[config.mk]
export PLATFORM = sky130hd
export DESIGN_NAME = fpsc_core
export DESIGN_NICKNAME = d
export VERILOG_FILES = /design/src/shared/fpsc_pkg.sv /design/src/verilog/fpsc_ramp.sv /design/src/verilog/fpsc_core.sv
export SDC_FILE = /design/constraint.sdc
export NUM_CORES = 1
export LEC_CHECK = 0
export BUFFER_PORTS_ARGS = -buffer_cell sky130_fd_sc_hd__buf_2
export CAP_MARGIN = 20
export CORE_UTILIZATION = 53
export CTS_BUF_LIST = sky130_fd_sc_hd__clkbuf_4 sky130_fd_sc_hd__clkbuf_8 sky130_fd_sc_hd__clkbuf_16
export CTS_CLUSTER_SIZE = 40
export DETAILED_ROUTE_END_ITERATION = 7
export PLACE_DENSITY = 0.8
export SYNTH_ARGS = -nofsm -noshare
export SYNTH_HDL_FRONTEND = slang
export SYNTH_SLANG_ARGS = --single-unit
[constraint.sdc]
create_clock -name clk -period 2.13 [get_ports clk]
set_input_delay 0.213 -clock clk [delete_from_list [all_inputs] [get_ports clk]]
set_output_delay 0.213 -clock clk [all_outputs]
set_load 0.02 [all_outputs]
[src/shared/fpsc_pkg.sv]
// Purpose: shared constants and types for the fan pwm start-up controller
// Assumes: commands are unsigned codes on the same scale as the ramp
// Notes:   all windows are counted in ramp periods
package fpsc_pkg;
	localparam int CMD_W          = 8;
	localparam int STARTUP_TICKS  = 32;
	localparam int RECOVER_PULSES = 16;
	localparam int WIN_W          = 6;
	localparam int PCNT_W         = 6;
	localparam logic [CMD_W-1:0] RAMP_BOTTOM = 8'h00;
	localparam logic [CMD_W-1:0] RAMP_TOP    = 8'hff;
	localparam logic [2:0] SYNC_RESET  = 3'h0;

	typedef enum {ST_SHUTDOWN, ST_START1, ST_START2, ST_RUN, ST_FAULT} fpsc_state_t;

	typedef struct packed
	{
		logic [CMD_W-1:0] temp_command;
		logic [CMD_W-1:0] min_speed_command;
	} fpsc_cmd_t;
endpackage : fpsc_pkg

[src/verilog/fpsc_ramp.sv]
// Purpose: sawtooth ramp counter with a one-cycle wrap tick
// Assumes: ramp spans RAMP_BOTTOM to RAMP_TOP, one step per clock
// Notes:   runs freely, held at the bottom while shutdown
`timescale 1ns/1ps
`default_nettype none
module fpsc_ramp
(
	// clock and reset
	input  wire logic                       clk,
	input  wire logic                       nrst,
	// control
	input  wire logic                       hold,
	// ramp
	output logic [fpsc_pkg::CMD_W-1:0]      ramp,
	output logic                            tick
);
	import fpsc_pkg::*;
	logic [CMD_W-1:0] ramp_reg;
	logic [CMD_W-1:0] ramp_next;

	assign ramp_next = hold ? RAMP_BOTTOM : (ramp_reg == RAMP_TOP ? RAMP_BOTTOM : ramp_reg + 8'h01);
	assign ramp      = ramp_reg;
	assign tick      = !hold && (ramp_reg == RAMP_TOP);

	always_ff @(posedge clk or negedge nrst)
	begin
		if (!nrst)
			ramp_reg <= RAMP_BOTTOM;
		else
			ramp_reg <= ramp_next;
	end

	a_tick_wrap: assert property (@(posedge clk) disable iff (!nrst)
		tick |=> ramp_reg == RAMP_BOTTOM) else $error("ramp did not wrap after tick");
endmodule : fpsc_ramp
`default_nettype wire

[src/verilog/fpsc_core.sv]
// Purpose: fan pwm drive with start-up timer, retry and fan fault
// Assumes: fan_pulse and shutdown come from pins; commands are already digital
// Notes:   one ramp period is one pwm cycle
//
// Functional notes
// - duty spans 0 to 254 of 256 clocks, then fully on at code top, at a fixed frequency.
// - the effective command is the larger of temperature and minimum-speed commands.
// - drive is high while the effective command is above the ramp; top means full duty.
// - both commands use the same scale so equal codes give equal duty.
// - after reset or leaving shutdown drive stays high for 32 pwm cycles.
// - a fan pulse seen during start-up leads to normal pwm when the period ends.
// - with no pulse in the first start-up period a second full-drive period follows.
// - with no pulse in the second period the active-low fault output goes low.
// - shutdown holds drive low and fault released for as long as it lasts.
// - release from shutdown restarts the full power-up sequence.
// - drive is active high so full duty means the fan at full speed.
// - in fault, drive stays high until 16 pulses fall in a 32-cycle window, then pwm resumes.
`timescale 1ns/1ps
`default_nettype none
module fpsc_core
(
	// clock and reset
	input  wire logic              clk,
	input  wire logic              nrst,
	// commands
	input  wire fpsc_pkg::fpsc_cmd_t cmd,
	// pins
	input  wire logic              shutdown_req,
	input  wire logic              fan_pulse,
	// outputs
	output logic                   pwm_drive,
	output logic                   fault_n_o,
	output logic                   fault_n_oe,
	output logic [2:0]             state_code
);
	import fpsc_pkg::*;

	logic [2:0]          fan_sync_reg;
	logic [2:0]          sd_sync_reg;
	logic                fan_level_reg;
	logic                sd_level_reg;
	fpsc_state_t         state_reg;
	fpsc_state_t         state_next;
	logic [WIN_W-1:0]    win_reg;
	logic [WIN_W-1:0]    win_next;
	logic [PCNT_W-1:0]   pcnt_reg;
	logic [PCNT_W-1:0]   pcnt_next;
	logic                seen_reg;
	logic                seen_next;
	logic                drive_reg;
	logic                drive_next;
	logic                fault_reg;
	logic [CMD_W-1:0]    ramp;
	logic                tick;
	wire  [CMD_W-1:0]    eff_cmd;
	wire                 fan_edge;
	wire                 win_end;
	wire                 pwm_level;

	function automatic logic [CMD_W-1:0] max_cmd(input logic [CMD_W-1:0] a,
		input logic [CMD_W-1:0] b);
		max_cmd = (a > b) ? a : b;
	endfunction : max_cmd

	fpsc_ramp u_ramp
	(
		.clk  (clk),
		.nrst (nrst),
		.hold (sd_level_reg),
		.ramp (ramp),
		.tick (tick)
	);

	// command select and compare
	assign eff_cmd   = max_cmd(cmd.temp_command, cmd.min_speed_command);
	assign pwm_level = (eff_cmd == RAMP_TOP) || (eff_cmd > ramp);
	assign fan_edge  = (fan_sync_reg[2] == fan_sync_reg[1]) && fan_sync_reg[1] && !fan_level_reg;
	assign win_end   = tick && (win_reg == WIN_W'(STARTUP_TICKS - 1));

	// input synchronisers, a change counts once stages two and three agree
	always_ff @(posedge clk or negedge nrst)
	begin
		if (!nrst)
		begin
			fan_sync_reg  <= SYNC_RESET;
			sd_sync_reg   <= SYNC_RESET;
			fan_level_reg <= 1'b0;
			sd_level_reg  <= 1'b0;
		end
		else
		begin
			fan_sync_reg <= {fan_sync_reg[1:0], fan_pulse};
			sd_sync_reg  <= {sd_sync_reg[1:0], shutdown_req};
			if (fan_sync_reg[2] == fan_sync_reg[1])
				fan_level_reg <= fan_sync_reg[1];
			if (sd_sync_reg[2] == sd_sync_reg[1])
				sd_level_reg <= sd_sync_reg[1];
		end
	end

	// sequencing
	always_comb
	begin
		state_next = state_reg;
		win_next   = tick ? win_reg + WIN_W'(1) : win_reg;
		pcnt_next  = (fan_edge && pcnt_reg != PCNT_W'(RECOVER_PULSES)) ? pcnt_reg + PCNT_W'(1) : pcnt_reg;
		seen_next  = seen_reg || fan_edge;
		if (win_end)
		begin
			win_next  = '0;
			pcnt_next = '0;
			seen_next = 1'b0;
		end
		case (state_reg)
			ST_SHUTDOWN:
			begin
				win_next  = '0;
				pcnt_next = '0;
				seen_next = 1'b0;
				if (!sd_level_reg)
					state_next = ST_START1;
			end
			ST_START1:
				if (win_end)
					state_next = (seen_reg || fan_edge) ? ST_RUN : ST_START2;
			ST_START2:
				if (win_end)
					state_next = (seen_reg || fan_edge) ? ST_RUN : ST_FAULT;
			ST_RUN:
			begin
				win_next  = '0;
				pcnt_next = '0;
				seen_next = 1'b0;
			end
			ST_FAULT:
				if (pcnt_next == PCNT_W'(RECOVER_PULSES) && !win_end)
					state_next = ST_RUN;
				else if (win_end && pcnt_reg + PCNT_W'(fan_edge) >= PCNT_W'(RECOVER_PULSES))
					state_next = ST_RUN;
			default:
				state_next = ST_SHUTDOWN;
		endcase
		if (sd_level_reg)
			state_next = ST_SHUTDOWN;
	end

	assign drive_next = (state_next == ST_SHUTDOWN) ? 1'b0 :
		(state_next == ST_RUN) ? pwm_level : 1'b1;

	always_ff @(posedge clk or negedge nrst)
	begin
		if (!nrst)
		begin
			state_reg <= ST_START1;
			win_reg   <= '0;
			pcnt_reg  <= '0;
			seen_reg  <= 1'b0;
			drive_reg <= 1'b0;
			fault_reg <= 1'b0;
		end
		else
		begin
			state_reg <= state_next;
			win_reg   <= win_next;
			pcnt_reg  <= pcnt_next;
			seen_reg  <= seen_next;
			drive_reg <= drive_next;
			fault_reg <= (state_next == ST_FAULT);
		end
	end

	assign pwm_drive  = drive_reg;
	assign fault_n_o  = 1'b0;
	assign fault_n_oe = fault_reg;
	assign state_code = 3'(state_reg);

	// checks
	a_shutdown_low: assert property (@(posedge clk) disable iff (!nrst)
		state_reg == ST_SHUTDOWN |-> !drive_reg && !fault_reg) else $error("drive or fault active in shutdown");
	a_start_high: assert property (@(posedge clk) disable iff (!nrst)
		state_reg inside {ST_START1, ST_START2} && !win_end && !sd_level_reg
		|=> drive_reg) else $error("drive low during start-up");
	a_retry_once: assert property (@(posedge clk) disable iff (!nrst)
		state_reg == ST_START1 && win_end && !seen_reg && !fan_edge && !sd_level_reg
		|=> state_reg == ST_START2) else $error("no retry after silent start-up");
	a_fault_entry: assert property (@(posedge clk) disable iff (!nrst)
		state_reg == ST_START2 && win_end && !seen_reg && !fan_edge && !sd_level_reg
		|=> fault_reg) else $error("fault not raised after retry");
	a_start_to_run: assert property (@(posedge clk) disable iff (!nrst)
		state_reg inside {ST_START1, ST_START2} && win_end && seen_reg && !sd_level_reg
		|=> state_reg == ST_RUN) else $error("pulse seen but no pwm");
	a_fault_drive: assert property (@(posedge clk) disable iff (!nrst)
		fault_reg |-> drive_reg) else $error("drive low while in fault");
	a_run_compare: assert property (@(posedge clk) disable iff (!nrst)
		state_reg == ST_RUN && $past(state_reg) == ST_RUN && !$past(sd_level_reg)
		|-> drive_reg == $past(pwm_level)) else $error("pwm not following compare");
	a_full_duty: assert property (@(posedge clk) disable iff (!nrst)
		eff_cmd == RAMP_TOP && state_reg == ST_RUN && !sd_level_reg
		|=> drive_reg) else $error("full command not full duty");
	a_zero_duty: assert property (@(posedge clk) disable iff (!nrst)
		eff_cmd == RAMP_BOTTOM && state_reg == ST_RUN && !sd_level_reg
		|=> !drive_reg) else $error("zero command drove fan");
	a_release_start: assert property (@(posedge clk) disable iff (!nrst)
		state_reg == ST_SHUTDOWN && !sd_level_reg |=> state_reg == ST_START1) else $error("no restart");

	c_run: cover property (@(posedge clk) disable iff (!nrst) state_reg == ST_RUN);
	c_retry: cover property (@(posedge clk) disable iff (!nrst) state_reg == ST_START2);
	c_fault: cover property (@(posedge clk) disable iff (!nrst) fault_reg);
	c_recover: cover property (@(posedge clk) disable iff (!nrst) fault_reg ##1 !fault_reg && !sd_level_reg);
endmodule : fpsc_core
`default_nettype wire

==> flow_summary.json, run 1 <==
{
  "power-per-cell-area_mw_per_mm2": 793,
  "hold_violations": 0,
  "yosys.area_share.simple_pct": 20.5,
  "finalNonFillerCells": 475,
  "syn-cell-area_mm2": 0.00312,
  "p_seq_share_pct": 39.9,
  "rsz0062_at_grt": "yes",
  "drtIter0Drc": 193,
  "final_cell_mix": "62 x dfrtp_1, 42 x buf_4, 30 x conb_1",
  "worstPathArrival_ns": 2.57,
  "fill_cells": 356,
  "worst-path-max-fanout": 6,
  "dpl.cell_count": 445,
  "synthDistinctLibCells": 58,
  "p_comb_share_pct": 22.5,
  "critPathTopFamily": "compound AO/OA/AOI/OAI gates",
  "critical_path_required_ns": 2.35,
  "dr_total_vias": 2584,
  "wl_per_cell_um": 15.6,
  "min_period_ns": 2.35,
  "largest_reg_flops": 32,
  "final.period_utilization_pct": 110,
  "core-area_mm2": 0.00557,
  "synth_xor_area_share_pct": 3.93,
  "critPathLaunch": "cmd[7]",
  "die_x_um": 78.7,
  "p_int_mw": 2.47,
  "p_total_mw": 3.42,
  "synthAdderAreaFrac_pct": 8.75,
  "synth_mux_area_share_pct": 1.00,
  "ir_drop_mv": 0.866,
  "clock_path_buffers": 2,
  "yosysSeqAreaShare_pct": 50.6,
  "drc": 0,
  "grt_pass1_vias": 2516,
  "antenna_found_initial": 0,
  "io-pin-count": 26,
  "synth_top_family_by_area": "simple AND/OR/NAND/NOR gates",
  "design_area_mm2": 0.00432,
  "start_kind": "input port",
  "top_layer_used": "met4",
  "die_h_um": 78.7,
  "start_util_pct": 55.9,
  "final_net_count": 439,
  "wl_met2_um": 3890,
  "skew_ns": 0.00643,
  "dpl_cell_area_mm2": 0.00371,
  "finalMaxSlewViolations": 0,
  "path_buf_inv": 5,
  "violations": "setup timing",
  "synthFlopType": "dfrtp_1",
  "postSynthAreaPerCell_um2": 10.5,
  "portBuffers": 24,
  "drt-total-wl_um": 7420,
  "rrSetupSlack_ns": -0.02,
  "synthCells": 298,
  "diodes": 0,
  "crit_path_top_delay_cell": "o22ai_4",
  "setup_violations": 1,
  "crit_chain": "buf_2 -> inv_2 -> ha_4 -> nand4_1 -> buf_4 -> nor2_4 -> buf_4 -> o22ai_4 -> buf_6 -> o21ai_1 -> ha_2 -> a21o_1 -> a221oi_2 -> o211ai_1 -> nand2_1 -> nand3_1 -> o21ai_1 -> a31oi_1",
  "p_leak_nw": 1.93,
  "fin_ws_ns": -0.218,
  "area_growth_pct": 38.4,
  "grt_max_degree": 31,
  "critPathKind": "input port to flip-flop",
  "status": "finished, violations left",
  "htree_levels": 3,
  "clkSlewWorstSetupHoldPaths_ns": 0.07,
  "worstReg2RegStart": "pcnt_reg[0]",
  "layout_commonest_cell": "dfrtp_1",
  "dp_hpwl_um": 4540,
  "grt_overflow": 0,
  "cts.sinks": 63,
  "drv_cap": 0,
  "insertion_delay_ns": 0.33,
  "route.layer.met1.wl_um": 3080,
  "p_clk_share_pct": 37.6,
  "switching_power_mw": 0.950,
  "cpPeakStageDelay_ns": 0.25,
  "timing.fmax_ghz": 0.426,
  "tns_ns": -0.218,
  "crit_path_end_kind": "flip-flop",
  "hold_class": "input port to asynchronous set/reset pin",
  "ys_ff_latch": 63,
  "post_route_cells_drive_above_1_share_pct": 34.7,
  "rr_endpoint": "pwm_drive",
  "ys_warn_count": 0,
  "grt_use_total_pct": 23.9,
  "ant_nets": 0,
  "cts_tree": "yes",
  "num_rows": 27,
  "die_area_mm2": 0.00619,
  "route.met3.wl_um": 311,
  "dr.pass1.iters": 4,
  "via_per_inst": 5.44,
  "p_sw_share_pct": 27.8,
  "ys_async_sr_fraction_pct": 100,
  "reg2reg_depth": 9,
  "routabilityCongestion": 0.864,
  "grt_pass1_wl_um": 11300,
  "synth-compound-area-share_pct": 10.4,
  "cts_buffers": 9,
  "synth-edff-count": 0,
  "root_buffer": "clkbuf_8"
}
worst max path at each step:
stage                     slack (ns)  cells past startpoint         to
after global placement         -0.53                     16  pwm_drive
after CTS                      -0.16                     16  pwm_drive
after global routing           -0.33                     18  pwm_drive
final                          -0.22                     18  pwm_drive
after detailed placement       -0.59                     16  pwm_drive
after floorplan                -0.33                     15  pwm_drive
power by group through the flow:
stage                     sequential (mW)  combinational (mW)  clock (mW)
after CTS                            1.36               0.642        1.31
final                                1.37               0.769        1.29
after global routing                 1.38               0.843        1.36
after global placement               1.38               0.561           0
after floorplan                      1.36               0.381           0
after detailed placement             1.38               0.583           0
per-stage QoR:
step	util [%]	setup slack (ns)	hold slack (ns)
floorplan	-	-0.328	-0.0826
global placement	66.6	-0.528	0.163
detailed placement	66.6	-0.587	0.176
CTS	73.9	-0.160	0.345
global route	77.4	-0.326	0.378
finish	77.4	-0.218	0.342
cell type report:
| class | instances | area (µm²) | area share (%) |
|---|---|---|---|
| Clock inverter | 6 | 116 | 2.70 |
| Tap cell | 72 | 90.1 | 2.09 |
| Multi-Input combinational cell | 232 | 1780 | 41.3 |
| Sequential cell | 63 | 1580 | 36.6 |
| Clock buffer | 10 | 138 | 3.19 |
| Inverter | 22 | 92.6 | 2.15 |
| Timing Repair Buffer | 70 | 518 | 12.0 |
synth_stat cells, types with 3 or more instances:
cell type	number	area, µm²
ha_1	21	263
a21oi_1	14	70.1
xnor2_1	10	87.6
nand3_1	11	55.1
dfrtp_1	62	1550
buf_4	5	37.5
nor3_1	5	25.0
nor4_1	6	37.5
o21ai_0	12	60.1
xor2_1	4	35.0
buf_2	4	20.0
or3_1	5	31.3
nor2b_1	3	18.8
nor2_1	28	105
nand2_1	22	82.6
inv_1	21	78.8
a21o_1	3	22.5
nand4_1	14	87.6
layer usage:
metal,vias to the layer above,GRT usage [%]
met2,72,40.1
li1,1220,-
met1,1276,28.7
met3,16,7.36
met4,0,9.63
met5,-,0
cell families after synthesis:
family	Yosys count
xor+xnor	14
compound gates	48
simple gates	114
fa+ha+maj	22
buf+inv	33
other cells	1
mux	3
flops	63
what timing repair did:
item	in CTS	in global routing
resized for setup	16	34
endpoints found under the hold margin	18	0
setup buffers	4	6
hold buffers	3	0
setup endpoints to repair	1	4
gates cloned	1	0
pin swaps	20	26
(Power assumes the default switching activity.)
==> run 2, diff against run 1 <==
MAX_ROUTING_LAYER = met4   (was unset)
PLACE_DENSITY = 0.82   (was 0.8)
==> flow_summary.json, run 2 (same netlist as run 1, synthesis figures left out) <==
{
  "seq_area_mm2": 0.00158,
  "post_route_cells_drive_above_1_share_pct": 30.0,
  "switching_power_mw": 0.921,
  "critPathKind": "input port to flip-flop",
  "status": "finished, violations left",
  "violations": "setup timing",
  "grt_overflow": 0,
  "wl_per_cell_um": 14.2,
  "drv_cap": 0,
  "final_net_count": 436,
  "p_leak_nw": 1.85,
  "min_period_ns": 2.35,
  "drt-total-wl_um": 6680,
  "slew-limit-headroom_pct": 62.9,
  "cts.sinks": 63,
  "worst-path-max-fanout": 7,
  "p_int_mw": 2.08,
  "area_growth_pct": 31.0,
  "timing.fmax_ghz": 0.425,
  "whs_ns": 0.346,
  "root_buffer": "clkbuf_8",
  "die_area_mm2": 0.00619,
  "power-per-cell-area_mw_per_mm2": 733,
  "layout_commonest_cell": "dfrtp_1",
  "p_seq_share_pct": 45.4,
  "multiInputGateArea_mm2": 0.00169,
  "fill_cells": 380,
  "fin_util_pct": 73.3,
  "finalMaxSlewViolations": 0,
  "dp_hpwl_um": 4650,
  "grt_pass1_wl_um": 11300,
  "min_to": "fan_sync_reg[1]",
  "antenna_found_initial": 0,
  "hold_start": "fan_sync_reg[0]",
  "critical_path_required_ns": 2.34,
  "portBuffers": 24,
  "crit_path_end_kind": "flip-flop",
  "setup_violations": 1,
  "p_comb_share_pct": 24.2,
  "worstMarginPinSlew_ns": 0.557,
  "dr_total_vias": 2497,
  "start_util_pct": 55.9,
  "ir_drop_mv": 0.585,
  "dpl.cell_count": 446,
  "via_per_inst": 5.29,
  "hold_violations": 0,
  "cts_buffers": 9,
  "core-area_mm2": 0.00557,
  "hold_class": "flip-flop to flip-flop",
  "clock_path_buffers": 2,
  "num_rows": 27,
  "ant_nets": 0,
  "routabilityCongestion": 0.873,
  "pre_cts_ws_ns": -0.611,
  "final_cell_mix": "62 x dfrtp_1, 40 x buf_4, 30 x conb_1",
  "grt_use_total_pct": 24.6,
  "reg2reg_depth": 9,
  "die_h_um": 78.7,
  "p_sw_share_pct": 30.7,
  "drc": 0,
  "cts_tree": "yes",
  "grt_pass1_vias": 2564,
  "fin_ws_ns": -0.222,
  "rr_endpoint": "pwm_drive",
  "start_kind": "input port",
  "whs_path_depth": 0,
  "worstPathArrival_ns": 2.56,
  "die_x_um": 78.7,
  "rrSetupSlack_ns": 0.06,
  "skew_ns": 0.00823,
  "diodes": 0,
  "clkSlewWorstSetupHoldPaths_ns": 0.07,
  "htree_levels": 3,
  "rsz0062_at_grt": "yes",
  "io-pin-count": 26,
  "final.period_utilization_pct": 110,
  "insertion_delay_ns": 0.34,
  "largest_reg_flops": 32,
  "dr.pass1.iters": 4,
  "drtIter0Drc": 160,
  "finalNonFillerCells": 472,
  "p_clk_share_pct": 30.4,
  "p_total_mw": 3.00,
  "grt_max_degree": 29,
  "worstReg2RegStart": "pcnt_reg[0]"
}
-- run 2: changes by cell type in the layout (fill, tap and decap cells not counted), sizes merged --
cell,before,now
buf,67,64
bufinv,3,0
clkbuf,10,9
clkinv,2,4
clkinvlp,0,1
inv,23,24
-- run 2: final cells by class --
| type | instances | share of cell area, % |
|---|---|---|
| multi-input cells | 232 | 41.3 |
| flip-flops and latches | 63 | 38.6 |
| repair buffers | 67 | 11.3 |
| clock buffers | 9 | 3.03 |
| well taps | 72 | 2.21 |
| inverters | 22 | 2.14 |
| clock inverters | 7 | 1.38 |
-- run 2: critical path, cell delays in order --
cell	delay, ns
buf_2	0.11
inv_1	0.07
ha_1	0.20
a211o_1	0.33
a21oi_4	0.17
o22ai_4	0.13
nand2_1	0.10
o21ai_2	0.05
ha_1	0.30
a21o_1	0.18
a221oi_2	0.24
o211ai_1	0.12
nand2_1	0.07
nand3_1	0.07
o21ai_1	0.10
a31oi_1	0.11
-- run 2: worst max path at each step --
stage                       from   endpoint  cells past startpoint
after floorplan           cmd[2]  pwm_drive                     15
after global placement    cmd[2]  pwm_drive                     16
after detailed placement  cmd[5]  pwm_drive                     16
after CTS                 cmd[5]  pwm_drive                     16
after global routing      cmd[7]  pwm_drive                     16
final                     cmd[4]  pwm_drive                     16
-- run 2: power groups by stage --
stage / sequential (mW) / clock (mW) / combinational [mW]
2_1_floorplan: 1.36 / 0 / 0.381
6_report: 1.36 / 0.910 / 0.725
3_5_place_dp: 1.37 / 0 / 0.616
3_3_place_gp: 1.37 / 0 / 0.581
5_1_grt: 1.37 / 0.986 / 0.805
4_1_cts: 1.35 / 0.943 / 0.654
-- run 2: per-layer routing --
layer / vias up / global-route usage [%] / share of wire (%)
met1: 1234 / 27.5 / 42
met2: 40 / 42.5 / 54
met4: 0 / 8.33 / 1.3
li1: 1215 / - / -
met3: 8 / 6.90 / 2.3
met5: - / - / 0
-- run 2: through the flow --
step                      area, µm²  setup TNS [ns]
final                          4090          -0.222
after global routing           4090          -0.470
after CTS                      4000          -0.151
after detailed placement       3720          -0.611
after global placement         3720          -0.485
after floorplan                3330          -0.328
-- run 2: repair_timing --
action	CTS	global route
buffers inserted	2	4
endpoints found under the hold margin	24	0
resized for setup	9	12
hold buffers	3	0
setup endpoints to repair	1	5
gates cloned	1	0
pin swaps	14	5
==> run 3, diff against run 2 <==
ABC_AREA = 1   (was unset)
CORE_UTILIZATION = 54   (was 53)
PLACE_DENSITY = 0.83   (was 0.82)
==> flow_summary.json, run 3 <==
{
  "drtIter0Drc": 176,
  "worstReg2RegStart": "fan_sync_reg[1]",
  "hold_class": "flip-flop to flip-flop",
  "core-area_mm2": 0.00592,
  "clkSlewWorstSetupHoldPaths_ns": 0.07,
  "cts_buffers": 9,
  "start_kind": "input port",
  "area_growth_pct": 26.3,
  "layout_commonest_cell": "nand2_1",
  "synth_largest_area_cell": "dfrtp_1",
  "portBuffers": 24,
  "ys_async_sr_fraction_pct": 100,
  "antenna_found_initial": 0,
  "setup_violations": 0,
  "status": "complete, no violations",
  "worst-path-max-fanout": 7,
  "synthFlopType": "dfrtp_1",
  "final.period_utilization_pct": 98.1,
  "synth_most_common_cell": "nand2_1",
  "post_route_cells_drive_above_1_share_pct": 26.0,
  "worstPathArrival_ns": 2.36,
  "root_buffer": "clkbuf_8",
  "dr.pass1.iters": 4,
  "fill_cells": 411,
  "grt_pass1_vias": 2830,
  "ant_nets": 0,
  "dp_hpwl_um": 4900,
  "reg2reg_depth": 14,
  "finalMaxSlewViolations": 0,
  "die_h_um": 80.6,
  "ys_warn_count": 0,
  "insertion_delay_ns": 0.34,
  "synthCells": 387,
  "start_util_pct": 56.3,
  "via_per_inst": 5.14,
  "ir_drop_mv": 0.635,
  "final_cell_mix": "75 x nand2_1, 62 x dfrtp_1, 47 x nor2_1",
  "yosys-top-cells-count": "79 x nand2_1, 62 x dfrtp_1, 49 x nor2_1",
  "rrSetupSlack_ns": 0.13,
  "synth_top_cell_area_share_pct": 46.6,
  "synthDistinctLibCells": 38,
  "rr_endpoint": "pwm_drive",
  "drc": 0,
  "cts.sinks": 63,
  "critPathKind": "input port to flip-flop",
  "timing.fmax_ghz": 0.478,
  "diodes": 0,
  "ys_ff_latch": 63,
  "postSynthAreaPerCell_um2": 8.61,
  "clock_path_buffers": 2,
  "grt_overflow": 0,
  "grt_pass1_wl_um": 11200,
  "whs_path_depth": 0,
  "final_net_count": 515,
  "grt_max_degree": 38,
  "synth-edff-count": 0,
  "cts_tree": "yes",
  "p_leak_nw": 2.03,
  "hold_start": "sd_sync_reg[0]",
  "largest_reg_flops": 32,
  "die_x_um": 80.6,
  "min_period_ns": 2.09,
  "hold_violations": 0,
  "netlist_top_cells_area": "dfrtp_1 47%, nand2_1 8.9%, ha_1 7.9%",
  "yosysSeqAreaShare_pct": 47.4,
  "worstMarginPinSlew_ns": 0.607,
  "crit_path_end_kind": "flip-flop",
  "drv_cap": 0,
  "dr_total_vias": 2838,
  "htree_levels": 3,
  "critical_path_required_ns": 2.40,
  "slew-limit-headroom_pct": 59.5,
  "skew_ns": 0.00774,
  "io-pin-count": 26,
  "die_area_mm2": 0.00649,
  "fin_util_pct": 71.1,
  "design_area_mm2": 0.00421,
  "power-per-cell-area_mw_per_mm2": 730,
  "wl_per_cell_um": 13.3,
  "grt_use_total_pct": 23.6,
  "min_to": "sd_sync_reg[1]",
  "routabilityCongestion": 0.888,
  "critPathLaunch": "cmd[6]",
  "drt-total-wl_um": 7310,
  "dpl_cell_area_mm2": 0.00384,
  "syn-cell-area_mm2": 0.00333,
  "num_rows": 28
}
-- run 3: critical path, stage by stage --
cell	delay, ns
buf_2	0.09
inv_1	0.04
ha_1	0.29
nand2_2	0.08
nor2_4	0.15
nand2_2	0.08
nand2_4	0.11
nand2_4	0.09
buf_4	0.14
nand2_1	0.05
nand2_1	0.10
ha_4	0.29
nand4_1	0.14
o221ai_2	0.18
o21ai_1	0.12
nand2_2	0.06
nor2_1	0.03
nor2_1	0.08
-- run 3: worst max-delay path by stage --
stage / end / slack (ns) / depth (start not counted)
finish: pwm_drive / 0.04 / 18
global route: pwm_drive / -0.07 / 19
CTS: pwm_drive / 0.04 / 18
detailed placement: pwm_drive / -0.31 / 18
global placement: pwm_drive / -0.18 / 18
floorplan: pwm_drive / 0.008 / 17
-- run 3: cells by family (layout without fill, tap and decap cells) --
family,after synthesis,after routing,synth area share (%)
compound gates,36,36,6.23
fa+ha+maj,22,22,8.19
simple gates,204,204,30.0
xor+xnor,4,4,1.05
other cells,1,30,0.113
flops,63,63,47.4
buf+inv,57,118,7.10
-- run 3: area by class of cell --
cell class                 count  area [µm²]  area share, %
multi-input combinational    296        1810           42.9
sequential                    63        1580           37.5
timing repair buffer          52         350           8.32
inverter                      52         195           4.64
clock buffer                  10         138           3.27
tap                           75        93.8           2.23
clock inverter                 4        47.5           1.13
-- run 3: per-layer routing --
metal | wire length, µm | global-route usage (%)
met1 | 2800 | 23.9
met2 | 4060 | 41.7
met5 | 0 | -
met4 | 188 | 10.5
met3 | 267 | 7.27
-- run 3: through the flow --
stage | hold WS [ns] | TNS (ns) | cells | total power, mW | setup slack (ns)
2_1_floorplan | -0.0826 | 0 | 416 | 1.81 | 0.00781
4_1_cts | 0.352 | 0 | 547 | 2.99 | 0.0406
5_1_grt | 0.371 | -0.0703 | 552 | 3.23 | -0.0703
3_3_place_gp | 0.243 | -0.179 | 530 | 1.93 | -0.179
3_5_place_dp | 0.250 | -0.310 | 530 | 1.98 | -0.310
6_report | 0.355 | 0 | 552 | 3.07 | 0.0398
-- run 3: power by group --
part	leakage [nW]	internal, mW	switching (mW)
clock	0.0940	0.554	0.435
combinational	1.16	0.307	0.396
sequential	0.773	1.29	0.0948
-- run 3: timing repair --
| action | in CTS | in global routing |
|---|---|---|
| resized for setup | 0 | 20 |
| setup buffers | 0 | 5 |
| setup endpoints to repair | 0 | 1 |
| hold buffers | 3 | 0 |
| endpoints found under the hold margin | 27 | 0 |
